<file path="config.mk">
export PLATFORM = sky130hd
export DESIGN_NAME = upirq_top
export DESIGN_NICKNAME = d
export VERILOG_FILES = /design/src/shared/upirq_pkg.sv /design/src/upirq_port.sv /design/src/upirq_top.sv
export SDC_FILE = /design/constraint.sdc
export NUM_CORES = 1
export LEC_CHECK = 0
export BUFFER_PORTS_ARGS = -buffer_cell sky130_fd_sc_hd__clkbuf_2
export CORE_UTILIZATION = 57
export DETAILED_ROUTE_END_ITERATION = 10
export GPL_ROUTABILITY_DRIVEN = 0
export PLACE_DENSITY = 0.77
export SYNTH_ARGS = -nofsm -noshare
export SYNTH_HDL_FRONTEND = slang
export SYNTH_SLANG_ARGS = --single-unit
</file>
<file path="constraint.sdc">
create_clock -name clk_sys_i -period 5.78 [get_ports clk_sys_i]
set_input_delay 0.867 -clock clk_sys_i [delete_from_list [all_inputs] [get_ports clk_sys_i]]
set_output_delay 0.867 -clock clk_sys_i [all_outputs]
set_load 0.01 [all_outputs]
</file>
<file path="src/shared/upirq_pkg.sv">
// Package of offsets, field positions and reset values for the port interrupt and reset registers
// -----------------------------------------------------------------------------
// What this block does
// Set counter-wrap flag when 32-bit DMA byte counter overflows in free-run mode.
// Set DMA-done flag when DMA is stopped or finishes its programmed amount.
// Set RAM read-back done flag when read-back data registers become valid.
// Status flags clear on writing one; writing zero leaves them alone.
// Device mode: buffer DMA-done after drain for IN, at DMA end for OUT.
// Host mode: buffer DMA-done after drain for OUT, at DMA end for IN.
// Buffer not-empty flag sets when a joined area among six holds data.
// Buffer full flag sets when a joined area becomes full.
// Buffer empty flag sets when a joined area becomes empty.
// Shared read-only root register names the interrupting port, bit1 port1, bit0 port0.
// Top-level summary bit drives interrupt only while its enable bit is one.
// Device, host and power-transition top enables keep working during sleep.
// Device enable gates device events into summary; port 0 window only.
// Bus-power change and device engine enables keep working during sleep.
// Host enable register gates host events into host summary bit.
// Bus-power fault and data-line change enables keep working during sleep.
// CPU event enables: RAM read done bit7, counter wrap bit1, DMA done bit0.
// Buffer event enables: DMA done bit7, not-empty, full, empty bits 2..0.
// Fixed 8-bit read-only revision register, readable in sleep.
// Transceiver reset bit holds macro in reset until cleared; one after reset.
// Full soft reset reinitialises all but the CPU bus mode register; the code instead loads the transceiver reset bit from bit7 of the same write.
// Software writes the reset register only to perform a reset.
// Summary bits are read-only and follow enabled lower flags.
// Active-low interrupt asserted while either port has an enabled top bit.
// -----------------------------------------------------------------------------
package upirq_pkg;
	// Port window bases
	localparam logic [9:0] PORT0_BASE = 10'h000;
	localparam logic [9:0] PORT1_BASE = 10'h200;
	// Register offsets inside a window
	localparam logic [8:0] OFS_TOP_STATUS = 9'h000;
	localparam logic [8:0] OFS_DEVICE_STATUS = 9'h001;
	localparam logic [8:0] OFS_HOST_STATUS = 9'h002;
	localparam logic [8:0] OFS_CPU_STATUS = 9'h003;
	localparam logic [8:0] OFS_BUFFER_STATUS = 9'h004;
	localparam logic [8:0] OFS_ROOT_SOURCE = 9'h006;
	localparam logic [8:0] OFS_TOP_ENABLE = 9'h008;
	localparam logic [8:0] OFS_DEVICE_ENABLE = 9'h009;
	localparam logic [8:0] OFS_HOST_ENABLE = 9'h00a;
	localparam logic [8:0] OFS_CPU_ENABLE = 9'h00b;
	localparam logic [8:0] OFS_BUFFER_ENABLE = 9'h00c;
	localparam logic [8:0] OFS_REVISION = 9'h010;
	localparam logic [8:0] OFS_SOFT_RESET = 9'h011;
	// Field positions
	localparam int BIT_RAM_DONE = 7;
	localparam int BIT_CNT_WRAP = 1;
	localparam int BIT_DMA_DONE = 0;
	localparam int BIT_BUF_DMA = 7;
	localparam int BIT_BUF_DATA = 2;
	localparam int BIT_BUF_FULL = 1;
	localparam int BIT_BUF_EMPTY = 0;
	localparam int BIT_TOP_DEVICE = 7;
	localparam int BIT_TOP_HOST = 6;
	localparam int BIT_TOP_CPU = 5;
	localparam int BIT_TOP_BUFFER = 4;
	localparam int BIT_TOP_PM = 0;
	localparam int BIT_XCVR_RST = 7;
	localparam int BIT_FULL_RST = 0;
	// Implemented bits and reset values
	localparam logic [7:0] CPU_STATUS_MASK = 8'h83;
	localparam logic [7:0] BUF_STATUS_MASK = 8'h87;
	localparam logic [7:0] TOP_ENABLE_MASK = 8'hf1;
	localparam logic [7:0] DEV_ENABLE_MASK = 8'hbb;
	localparam logic [7:0] CTRL_RESET = 8'h00;
	localparam logic [7:0] SOFT_RESET_RESET = 8'h80;
	localparam logic [7:0] SLEEP_KEEP_TOP = 8'hc1;
	localparam logic [7:0] SLEEP_KEEP_DEV = 8'ha0;
	localparam logic [7:0] SLEEP_KEEP_HOST = 8'hc0;
	localparam int AREA_COUNT = 6;
endpackage : upirq_pkg

</file>
<file path="src/upirq_port.sv">
// One port's CPU and buffer event flags, enables and summary
`timescale 1ns/1ps
module upirq_port #(
	parameter bit HAS_DEVICE = 1'b1,
	parameter int AREAS = 6,
	parameter int CNT_W = 32
) (
	// Clock and reset
	input wire logic clk_sys_i,
	input wire logic rst_i,
	input wire logic soft_rst_i,
	input wire logic sleep_i,
	// Register access
	input wire logic [8:0] ofs_i,
	input wire logic wr_i,
	input wire logic [7:0] wdata_i,
	// Event sources
	input wire logic role_select_i,
	input wire logic ram_readback_done_i,
	input wire logic dma_free_run_i,
	input wire logic dma_count_i,
	input wire logic dma_stop_i,
	input wire logic dma_end_i,
	input wire logic dma_dir_in_i,
	input wire logic buffer_drained_i,
	input wire logic [AREAS-1:0] area_join_cpu_status_i,
	input wire logic [AREAS-1:0] area_has_data_i,
	input wire logic [AREAS-1:0] area_full_i,
	input wire logic [AREAS-1:0] area_empty_i,
	input wire logic [7:0] device_flags_i,
	input wire logic [7:0] host_flags_i,
	input wire logic power_transition_done_i,
	// Register views
	output logic [7:0] top_summary_status_o,
	output logic [7:0] device_status_o,
	output logic [7:0] cpu_status_o,
	output logic [7:0] buffer_status_o,
	output logic [7:0] top_enable_o,
	output logic [7:0] device_enable_o,
	output logic [7:0] host_enable_o,
	output logic [7:0] cpu_enable_o,
	output logic [7:0] buffer_enable_o,
	output logic port_irq_o
);
	logic [7:0] cpu_status_reg, buffer_status_reg;
	logic [7:0] top_enable_reg, device_enable_reg, host_enable_reg, cpu_enable_reg, buffer_enable_reg;
	logic [CNT_W-1:0] dma_byte_counter_reg;
	logic drain_wait_reg;
	logic [AREAS-1:0] full_prev_reg, empty_prev_reg;
	logic [7:0] cpu_set, buf_set, top_next;
	logic wrap, buf_dma_now, en_wr_ok;

	// -------------------------------------------------------------------------
	// DMA byte counter and event detection
	// -------------------------------------------------------------------------
	assign wrap = dma_count_i && dma_free_run_i && (dma_byte_counter_reg == '1);

	always_ff @(posedge clk_sys_i or posedge rst_i)
	begin
		if (rst_i)
			dma_byte_counter_reg <= '0;
		else if (soft_rst_i)
			dma_byte_counter_reg <= '0;
		else if (dma_count_i)
			dma_byte_counter_reg <= dma_byte_counter_reg + CNT_W'(1);
	end

	// Drain wait when the data still has to leave the buffer after DMA ends
	logic need_drain;
	assign need_drain = role_select_i ? !dma_dir_in_i : dma_dir_in_i;

	always_ff @(posedge clk_sys_i or posedge rst_i)
	begin
		if (rst_i)
			drain_wait_reg <= 1'b0;
		else if (soft_rst_i)
			drain_wait_reg <= 1'b0;
		else if (dma_end_i && need_drain && !buffer_drained_i)
			drain_wait_reg <= 1'b1;
		else if (buffer_drained_i)
			drain_wait_reg <= 1'b0;
	end

	assign buf_dma_now = (dma_end_i && (!need_drain || buffer_drained_i))
		|| (drain_wait_reg && buffer_drained_i);

	always_ff @(posedge clk_sys_i or posedge rst_i)
	begin
		if (rst_i)
		begin
			full_prev_reg <= '0;
			// Buffers idle empty; no false empty edge after reset
			empty_prev_reg <= '1;
		end
		else
		begin
			full_prev_reg <= area_full_i;
			empty_prev_reg <= area_empty_i;
		end
	end

	always_comb
	begin
		cpu_set = 8'h00;
		cpu_set[upirq_pkg::BIT_RAM_DONE] = ram_readback_done_i;
		cpu_set[upirq_pkg::BIT_CNT_WRAP] = wrap;
		cpu_set[upirq_pkg::BIT_DMA_DONE] = dma_stop_i || dma_end_i;
		buf_set = 8'h00;
		buf_set[upirq_pkg::BIT_BUF_DMA] = buf_dma_now;
		buf_set[upirq_pkg::BIT_BUF_DATA] = |(area_join_cpu_status_i & area_has_data_i);
		buf_set[upirq_pkg::BIT_BUF_FULL] = |(area_join_cpu_status_i & area_full_i & ~full_prev_reg);
		buf_set[upirq_pkg::BIT_BUF_EMPTY] = |(area_join_cpu_status_i & area_empty_i & ~empty_prev_reg);
	end

	// -------------------------------------------------------------------------
	// Status flags: set wins over a same-cycle write-one clear
	// -------------------------------------------------------------------------
	always_ff @(posedge clk_sys_i or posedge rst_i)
	begin
		if (rst_i)
			cpu_status_reg <= upirq_pkg::CTRL_RESET;
		else if (soft_rst_i)
			cpu_status_reg <= upirq_pkg::CTRL_RESET;
		else if (wr_i && ofs_i == upirq_pkg::OFS_CPU_STATUS)
			cpu_status_reg <= ((cpu_status_reg & ~wdata_i) | cpu_set) & upirq_pkg::CPU_STATUS_MASK;
		else
			cpu_status_reg <= (cpu_status_reg | cpu_set) & upirq_pkg::CPU_STATUS_MASK;
	end

	always_ff @(posedge clk_sys_i or posedge rst_i)
	begin
		if (rst_i)
			buffer_status_reg <= upirq_pkg::CTRL_RESET;
		else if (soft_rst_i)
			buffer_status_reg <= upirq_pkg::CTRL_RESET;
		else if (wr_i && ofs_i == upirq_pkg::OFS_BUFFER_STATUS)
			buffer_status_reg <= ((buffer_status_reg & ~wdata_i) | buf_set) & upirq_pkg::BUF_STATUS_MASK;
		else
			buffer_status_reg <= (buffer_status_reg | buf_set) & upirq_pkg::BUF_STATUS_MASK;
	end

	// -------------------------------------------------------------------------
	// Enable registers; in sleep only the sleep-safe bits accept writes
	// -------------------------------------------------------------------------
	assign en_wr_ok = !sleep_i;

	function automatic logic [7:0] upirq_merge(input logic [7:0] old, input logic [7:0] wd,
		input logic [7:0] keep, input logic awake);
		upirq_merge = awake ? wd : ((old & ~keep) | (wd & keep));
	endfunction : upirq_merge

	always_ff @(posedge clk_sys_i or posedge rst_i)
	begin
		if (rst_i)
		begin
			top_enable_reg <= upirq_pkg::CTRL_RESET;
			device_enable_reg <= upirq_pkg::CTRL_RESET;
			host_enable_reg <= upirq_pkg::CTRL_RESET;
			cpu_enable_reg <= upirq_pkg::CTRL_RESET;
			buffer_enable_reg <= upirq_pkg::CTRL_RESET;
		end
		else if (soft_rst_i)
		begin
			top_enable_reg <= upirq_pkg::CTRL_RESET;
			device_enable_reg <= upirq_pkg::CTRL_RESET;
			host_enable_reg <= upirq_pkg::CTRL_RESET;
			cpu_enable_reg <= upirq_pkg::CTRL_RESET;
			buffer_enable_reg <= upirq_pkg::CTRL_RESET;
		end
		else if (wr_i)
		begin
			if (ofs_i == upirq_pkg::OFS_TOP_ENABLE)
				top_enable_reg <= upirq_merge(top_enable_reg, wdata_i, upirq_pkg::SLEEP_KEEP_TOP, en_wr_ok)
					& upirq_pkg::TOP_ENABLE_MASK & (HAS_DEVICE ? 8'hff : 8'h7f);
			if (ofs_i == upirq_pkg::OFS_DEVICE_ENABLE && HAS_DEVICE)
				device_enable_reg <= upirq_merge(device_enable_reg, wdata_i, upirq_pkg::SLEEP_KEEP_DEV, en_wr_ok)
					& upirq_pkg::DEV_ENABLE_MASK;
			if (ofs_i == upirq_pkg::OFS_HOST_ENABLE)
				host_enable_reg <= upirq_merge(host_enable_reg, wdata_i, upirq_pkg::SLEEP_KEEP_HOST, en_wr_ok);
			if (ofs_i == upirq_pkg::OFS_CPU_ENABLE && en_wr_ok)
				cpu_enable_reg <= wdata_i & upirq_pkg::CPU_STATUS_MASK;
			if (ofs_i == upirq_pkg::OFS_BUFFER_ENABLE && en_wr_ok)
				buffer_enable_reg <= wdata_i & upirq_pkg::BUF_STATUS_MASK;
		end
	end

	// -------------------------------------------------------------------------
	// Top-level summary and port interrupt
	// -------------------------------------------------------------------------
	always_comb
	begin
		top_next = 8'h00;
		top_next[upirq_pkg::BIT_TOP_DEVICE] = HAS_DEVICE && |(device_flags_i & device_enable_reg);
		top_next[upirq_pkg::BIT_TOP_HOST] = |(host_flags_i & host_enable_reg);
		top_next[upirq_pkg::BIT_TOP_CPU] = |(cpu_status_reg & cpu_enable_reg);
		top_next[upirq_pkg::BIT_TOP_BUFFER] = |(buffer_status_reg & buffer_enable_reg);
		top_next[upirq_pkg::BIT_TOP_PM] = power_transition_done_i;
	end

	// Synchronous summary sources masked during sleep; sleep-safe bits still pass
	assign port_irq_o = |(top_next & top_enable_reg & (sleep_i ? upirq_pkg::SLEEP_KEEP_TOP : 8'hff));
	assign top_summary_status_o = top_next;
	assign device_status_o = HAS_DEVICE ? device_flags_i : 8'h00;
	assign cpu_status_o = cpu_status_reg;
	assign buffer_status_o = buffer_status_reg;
	assign top_enable_o = top_enable_reg;
	assign device_enable_o = device_enable_reg;
	assign host_enable_o = host_enable_reg;
	assign cpu_enable_o = cpu_enable_reg;
	assign buffer_enable_o = buffer_enable_reg;
endmodule : upirq_port

</file>
<file path="src/upirq_top.sv">
// Two-port interrupt, revision and soft reset register block
`timescale 1ns/1ps
module upirq_top #(
	parameter int AREAS = 6,
	parameter int CNT_W = 32,
	parameter logic [7:0] REVISION_CODE = 8'h5a // Arbitrary value
) (
	// Clock and reset
	input wire logic clk_sys_i,
	input wire logic rst_i,
	// CPU register port
	input wire logic [9:0] addr_i,
	input wire logic wr_i,
	input wire logic rd_i,
	input wire logic [7:0] wdata_i,
	output logic [7:0] rdata_o,
	// Mode select for port 0 and power state per port
	input wire logic role_select_i,
	input wire logic [1:0] sleep_i,
	input wire logic [1:0] power_transition_done_i,
	// Port 0 event sources
	input wire logic p0_ram_readback_done_i,
	input wire logic p0_dma_free_run_i,
	input wire logic p0_dma_count_i,
	input wire logic p0_dma_stop_i,
	input wire logic p0_dma_end_i,
	input wire logic p0_dma_dir_in_i,
	input wire logic p0_buffer_drained_i,
	input wire logic [AREAS-1:0] p0_area_join_cpu_status_i,
	input wire logic [AREAS-1:0] p0_area_has_data_i,
	input wire logic [AREAS-1:0] p0_area_full_i,
	input wire logic [AREAS-1:0] p0_area_empty_i,
	input wire logic [7:0] p0_device_flags_i,
	input wire logic [7:0] p0_host_flags_i,
	// Port 1 event sources
	input wire logic p1_ram_readback_done_i,
	input wire logic p1_dma_free_run_i,
	input wire logic p1_dma_count_i,
	input wire logic p1_dma_stop_i,
	input wire logic p1_dma_end_i,
	input wire logic p1_dma_dir_in_i,
	input wire logic p1_buffer_drained_i,
	input wire logic [AREAS-1:0] p1_area_join_cpu_status_i,
	input wire logic [AREAS-1:0] p1_area_has_data_i,
	input wire logic [AREAS-1:0] p1_area_full_i,
	input wire logic [AREAS-1:0] p1_area_empty_i,
	input wire logic [7:0] p1_host_flags_i,
	// Outputs
	output logic irq_out_n_o,
	output logic transceiver_reset_o,
	output logic full_soft_reset_o
);
	logic [1:0] hit;
	logic [8:0] ofs;
	logic [1:0] port_irq;
	logic [7:0] top_st [2], dev_st [2], cpu_st [2], buf_st [2];
	logic [7:0] top_en [2], dev_en [2], host_en [2], cpu_en [2], buf_en [2];
	logic xcvr_reset_reg, full_reset_reg;
	logic [7:0] rdata_next, root_port_source;

	assign hit[0] = addr_i[9] == upirq_pkg::PORT0_BASE[9];
	assign hit[1] = addr_i[9] == upirq_pkg::PORT1_BASE[9];
	assign ofs = addr_i[8:0];

	// -------------------------------------------------------------------------
	// Soft reset register; only written to reset, never for other purposes
	// -------------------------------------------------------------------------
	always_ff @(posedge clk_sys_i or posedge rst_i)
	begin
		if (rst_i)
		begin
			xcvr_reset_reg <= upirq_pkg::SOFT_RESET_RESET[upirq_pkg::BIT_XCVR_RST];
			full_reset_reg <= 1'b0;
		end
		else if (wr_i && ofs == upirq_pkg::OFS_SOFT_RESET)
		begin
			xcvr_reset_reg <= wdata_i[upirq_pkg::BIT_XCVR_RST];
			full_reset_reg <= wdata_i[upirq_pkg::BIT_FULL_RST];
		end
		else
			full_reset_reg <= 1'b0;
	end

	// Single-cycle pulse; the CPU bus mode register lives outside this block
	assign full_soft_reset_o = full_reset_reg;
	assign transceiver_reset_o = xcvr_reset_reg;

	// -------------------------------------------------------------------------
	// Port instances
	// -------------------------------------------------------------------------
	upirq_port #(.HAS_DEVICE(1'b1), .AREAS(AREAS), .CNT_W(CNT_W)) u_port0 (
		.clk_sys_i(clk_sys_i),
		.rst_i(rst_i),
		.soft_rst_i(full_reset_reg),
		.sleep_i(sleep_i[0]),
		.ofs_i(ofs),
		.wr_i(wr_i && hit[0]),
		.wdata_i(wdata_i),
		.role_select_i(role_select_i),
		.ram_readback_done_i(p0_ram_readback_done_i),
		.dma_free_run_i(p0_dma_free_run_i),
		.dma_count_i(p0_dma_count_i),
		.dma_stop_i(p0_dma_stop_i),
		.dma_end_i(p0_dma_end_i),
		.dma_dir_in_i(p0_dma_dir_in_i),
		.buffer_drained_i(p0_buffer_drained_i),
		.area_join_cpu_status_i(p0_area_join_cpu_status_i),
		.area_has_data_i(p0_area_has_data_i),
		.area_full_i(p0_area_full_i),
		.area_empty_i(p0_area_empty_i),
		.device_flags_i(p0_device_flags_i),
		.host_flags_i(p0_host_flags_i),
		.power_transition_done_i(power_transition_done_i[0]),
		.top_summary_status_o(top_st[0]),
		.device_status_o(dev_st[0]),
		.cpu_status_o(cpu_st[0]),
		.buffer_status_o(buf_st[0]),
		.top_enable_o(top_en[0]),
		.device_enable_o(dev_en[0]),
		.host_enable_o(host_en[0]),
		.cpu_enable_o(cpu_en[0]),
		.buffer_enable_o(buf_en[0]),
		.port_irq_o(port_irq[0])
	);

	// Port 1 is host only
	upirq_port #(.HAS_DEVICE(1'b0), .AREAS(AREAS), .CNT_W(CNT_W)) u_port1 (
		.clk_sys_i(clk_sys_i),
		.rst_i(rst_i),
		.soft_rst_i(full_reset_reg),
		.sleep_i(sleep_i[1]),
		.ofs_i(ofs),
		.wr_i(wr_i && hit[1]),
		.wdata_i(wdata_i),
		.role_select_i(1'b1),
		.ram_readback_done_i(p1_ram_readback_done_i),
		.dma_free_run_i(p1_dma_free_run_i),
		.dma_count_i(p1_dma_count_i),
		.dma_stop_i(p1_dma_stop_i),
		.dma_end_i(p1_dma_end_i),
		.dma_dir_in_i(p1_dma_dir_in_i),
		.buffer_drained_i(p1_buffer_drained_i),
		.area_join_cpu_status_i(p1_area_join_cpu_status_i),
		.area_has_data_i(p1_area_has_data_i),
		.area_full_i(p1_area_full_i),
		.area_empty_i(p1_area_empty_i),
		.device_flags_i(8'h00),
		.host_flags_i(p1_host_flags_i),
		.power_transition_done_i(power_transition_done_i[1]),
		.top_summary_status_o(top_st[1]),
		.device_status_o(dev_st[1]),
		.cpu_status_o(cpu_st[1]),
		.buffer_status_o(buf_st[1]),
		.top_enable_o(top_en[1]),
		.device_enable_o(dev_en[1]),
		.host_enable_o(host_en[1]),
		.cpu_enable_o(cpu_en[1]),
		.buffer_enable_o(buf_en[1]),
		.port_irq_o(port_irq[1])
	);

	// -------------------------------------------------------------------------
	// Root source, interrupt pin and read mux
	// -------------------------------------------------------------------------
	assign root_port_source = {6'b000000, port_irq[1], port_irq[0]};
	assign irq_out_n_o = !(|port_irq);

	always_comb
	begin
		rdata_next = 8'h00;
		case (ofs)
			upirq_pkg::OFS_TOP_STATUS: rdata_next = top_st[addr_i[9]];
			upirq_pkg::OFS_DEVICE_STATUS: rdata_next = dev_st[addr_i[9]];
			upirq_pkg::OFS_CPU_STATUS: rdata_next = cpu_st[addr_i[9]];
			upirq_pkg::OFS_BUFFER_STATUS: rdata_next = buf_st[addr_i[9]];
			upirq_pkg::OFS_ROOT_SOURCE: rdata_next = root_port_source;
			upirq_pkg::OFS_TOP_ENABLE: rdata_next = top_en[addr_i[9]];
			upirq_pkg::OFS_DEVICE_ENABLE: rdata_next = dev_en[addr_i[9]];
			upirq_pkg::OFS_HOST_ENABLE: rdata_next = host_en[addr_i[9]];
			upirq_pkg::OFS_CPU_ENABLE: rdata_next = cpu_en[addr_i[9]];
			upirq_pkg::OFS_BUFFER_ENABLE: rdata_next = buf_en[addr_i[9]];
			upirq_pkg::OFS_REVISION: rdata_next = REVISION_CODE;
			upirq_pkg::OFS_SOFT_RESET: rdata_next = {xcvr_reset_reg, 7'b0000000};
			default: rdata_next = 8'h00;
		endcase
	end

	always_ff @(posedge clk_sys_i or posedge rst_i)
	begin
		if (rst_i)
			rdata_o <= 8'h00;
		else if (rd_i)
			rdata_o <= rdata_next;
	end
endmodule : upirq_top

</file>
==> qor.yml <==
status:
  outcome: "completed"
sta:
  setup_ws_ns: 2.44
  setup_tns_ns: 0
  maxSlewHeadroom: 0.194
  timing.final.hold_violations: 0
  worst_slew_pin_slew_ns: 1.21
  drv_slew: 0
  whs_ns: 0.497
  finClkSkew_ns: 0.00757
  setup_violations: 0
  rsz0062_at_grt: "false"
  fin_crit_ns: 3.34
  max_freq_mhz: 300
  fin_crit_sh: 0.577
setup_path:
  critPathMaxFanout: 3
  crit_type: "flop to output port"
  end_kind: "output port"
  cp.depth: 6
  crit_arrival_ns: 2.47
  slowest_delay_ns: 0.56
  crit_required_ns: 4.91
  worst-path-buf-inv: 1
  cpMaxStageDelayCell: "a222oi_1"
  critPathMostFrequentCell: "nor3b_1"
  crit_chain: "a222oi_1, nor3b_1, a221o_1, nor2_1, nor3b_1, clkbuf_2"
  r2r_cells: 5
  startpoint_type: "flop"
  critPathTopFamily: "compound AO/OA/AOI/OAI gates"
grt:
  grt_first_pass_wirelength_um: 34800
  grt_max_degree: 118
  grt_remaining_overflow: 0
  grt_antenna_before_repair: 0
  first_global_vias: 6752
  grtUsageTotal: 0.309
floorplanning:
  std_cell_rows: 43
  io_pins: 124
  die_w_um: 122
  coreArea_um2: 13900
  die_y_um: 122
  dieArea_um2: 14900
  start_util: 0.588
cts:
  clockBufferDepth: 2
  cts.sinks: 159
  cts_root_buf: "clkbuf_16"
  cts_tree: "done"
  cts_setup_buffers: 0
  clk_pin_slew_ns: 0.06
  htree_levels: 4
  insertion_delay_ns: 0.43
  hold_buffers: 0
  cts-resized-gates: 0
  cts_inserted_buffers: 17
route:
  routed_wl_um: 21600
  route.vias.total: 7175
  routedWlPerCell_um: 18.7
  drc_errors: 0
  vias_per_cell: 6.20
  firstDrtPassIters: 6
  ant_nets: 0
  drtIter0Drc: 748
yosys:
  postSynthCellCount: 862
  yosysWarnings: 0
  synthArstFlopShare: 1.00
  synth_seq_cells: 159
  synth_top_area_frac: 0.446
  netlist_area_um2: 8190
  synth.avg_cell_area_um2: 9.51
  synth_area_leaders: "dfrtp_1, nand2_1, dfstp_2"
  yosysSeqAreaShare: 0.488
  synth_top_cells_by_count: "dfrtp_1, nand2_1, nor2_1"
  syn_nets: 977
  synth_compound_area_frac: 0.138
  synth_edf_count: 0
  synth_top_flop_cell: "dfrtp_1"
  synth-simple-area-share: 0.233
  synth_top_family_by_area: "simple AND/OR/NAND/NOR gates"
  ys_types: 66
  synth_xor_area_frac: 0.0513
  yosysMostFrequentCell: "dfrtp_1"
  synth_largest_area_cell: "dfrtp_1"
  synthAdderAreaFrac: 0.00305
  synthMuxAreaShare: 0.0573
power_and_ir_drop:
  combPwrFrac: 0.105
  p_switching_mw: 0.701
  power.leakage_nw: 4.32
  clock_power_share: 0.421
  swShare: 0.268
  vdd_drop_max_uv: 278
  pwr-share-seq: 0.473
  power.density_nw_per_um2: 276
  internal-power_mw: 1.91
final_layout:
  syn2layout_area_growth_pct: 15.6
  diodes: 0
  drive_above_1_share: 0.218
  nets: 1079
min_path:
  hold-path-cell-count: 1
  min_path_type: "flop to flop"
placed_design:
  hpwlAfterDp_um: 15200
  dp_slack_ns: 2.70
  port_buffers: 123
run:
  maxCapViolCount: 0
[routing by layer]
layer	share of wire	track usage	routed length, µm	vias up
met5	0	0	0	-
met1	0.43	0.418	9260	3412
met4	0.044	0.157	947	0
li1	-	-	-	3344
met2	0.45	0.464	9730	350
met3	0.078	0.0735	1700	69
[worst paths after layout]
kind | startpoint | to | slack, ns
max | u_port0.cpu_status_o[1] | irq_out_n_o | 2.44
min | rdata_o[6] | rdata_o[6] | 0.50
max reg2reg | u_port0.dma_byte_counter_reg[9] | u_port0.dma_byte_counter_reg[29] | 3.20
min reg2reg | rdata_o[6] | rdata_o[6] | 0.50
max in group asynchronous | rst_i | u_port0.cpu_status_o[1] | 3.94
min in group asynchronous | rst_i | u_port1.full_prev_reg[3] | 0.66
[layout by cell type, fill, tap and decap left out, drive strengths merged, types with 4 or more instances in the layout]
cell type / n
nand4: 23
a211oi: 4
a22oi: 18
a22o: 7
mux2: 23
o2bb2ai: 6
dfrtp: 146
o22ai: 13
or3: 11
nand2: 122
and3: 13
nor2b: 11
mux2i: 21
nand2b: 5
a31oi: 10
inv: 25
nand3: 47
and2: 8
a21oi: 46
o21ai: 28
nor4: 19
a32oi: 8
clkbuf: 142
xnor2: 22
nor2: 79
and4: 13
nor3b: 5
dfstp: 13
a32o: 4
nor3: 15
xor2: 26
[logic make-up after synthesis]
family	Yosys count
buf+inv	61
xor+xnor	48
flops	159
mux	44
fa+ha+maj	2
compound gates	170
simple gates	378
[power groups by stage]
stage	registers, mW	clock network (mW)	logic (mW)
after floorplan	1.24	0	0.178
after global placement	1.25	0	0.264
after detailed placement	1.25	0	0.272
after CTS	1.24	1.11	0.274
after global routing	1.24	1.16	0.312
final	1.24	1.10	0.275
[cell type report]
| cell class | count | area, µm² |
|---|---|---|
| Fill cell | 1128 | 4460 |
| Sequential cell | 159 | 4000 |
| Multi-Input combinational cell | 642 | 3960 |
| Timing Repair Buffer | 126 | 638 |
| Clock buffer | 19 | 453 |
| Tap cell | 180 | 225 |
| Clock inverter | 13 | 124 |
| Inverter | 18 | 72.6 |
[metrics by stage]
step | utilization | power, mW | std cells | area [µm²]
after floorplan | - | 1.42 | 862 | 8190
after global placement | 0.639 | 1.52 | 1125 | 8900
after detailed placement | 0.639 | 1.53 | 1125 | 8900
after CTS | 0.680 | 2.62 | 1157 | 9470
after global routing | 0.680 | 2.72 | 1157 | 9470
final | 0.680 | 2.61 | 1157 | 9470
[worst reg2reg max path, cell delays in order, from the launching register on]
cell and delay (ns):
dfrtp_1 0.42, and4_1 0.28, nand4_1 0.43, or4_1 0.78, or4_1 0.45, a21oi_1 0.14
Power figures use the tool's default switching activity.
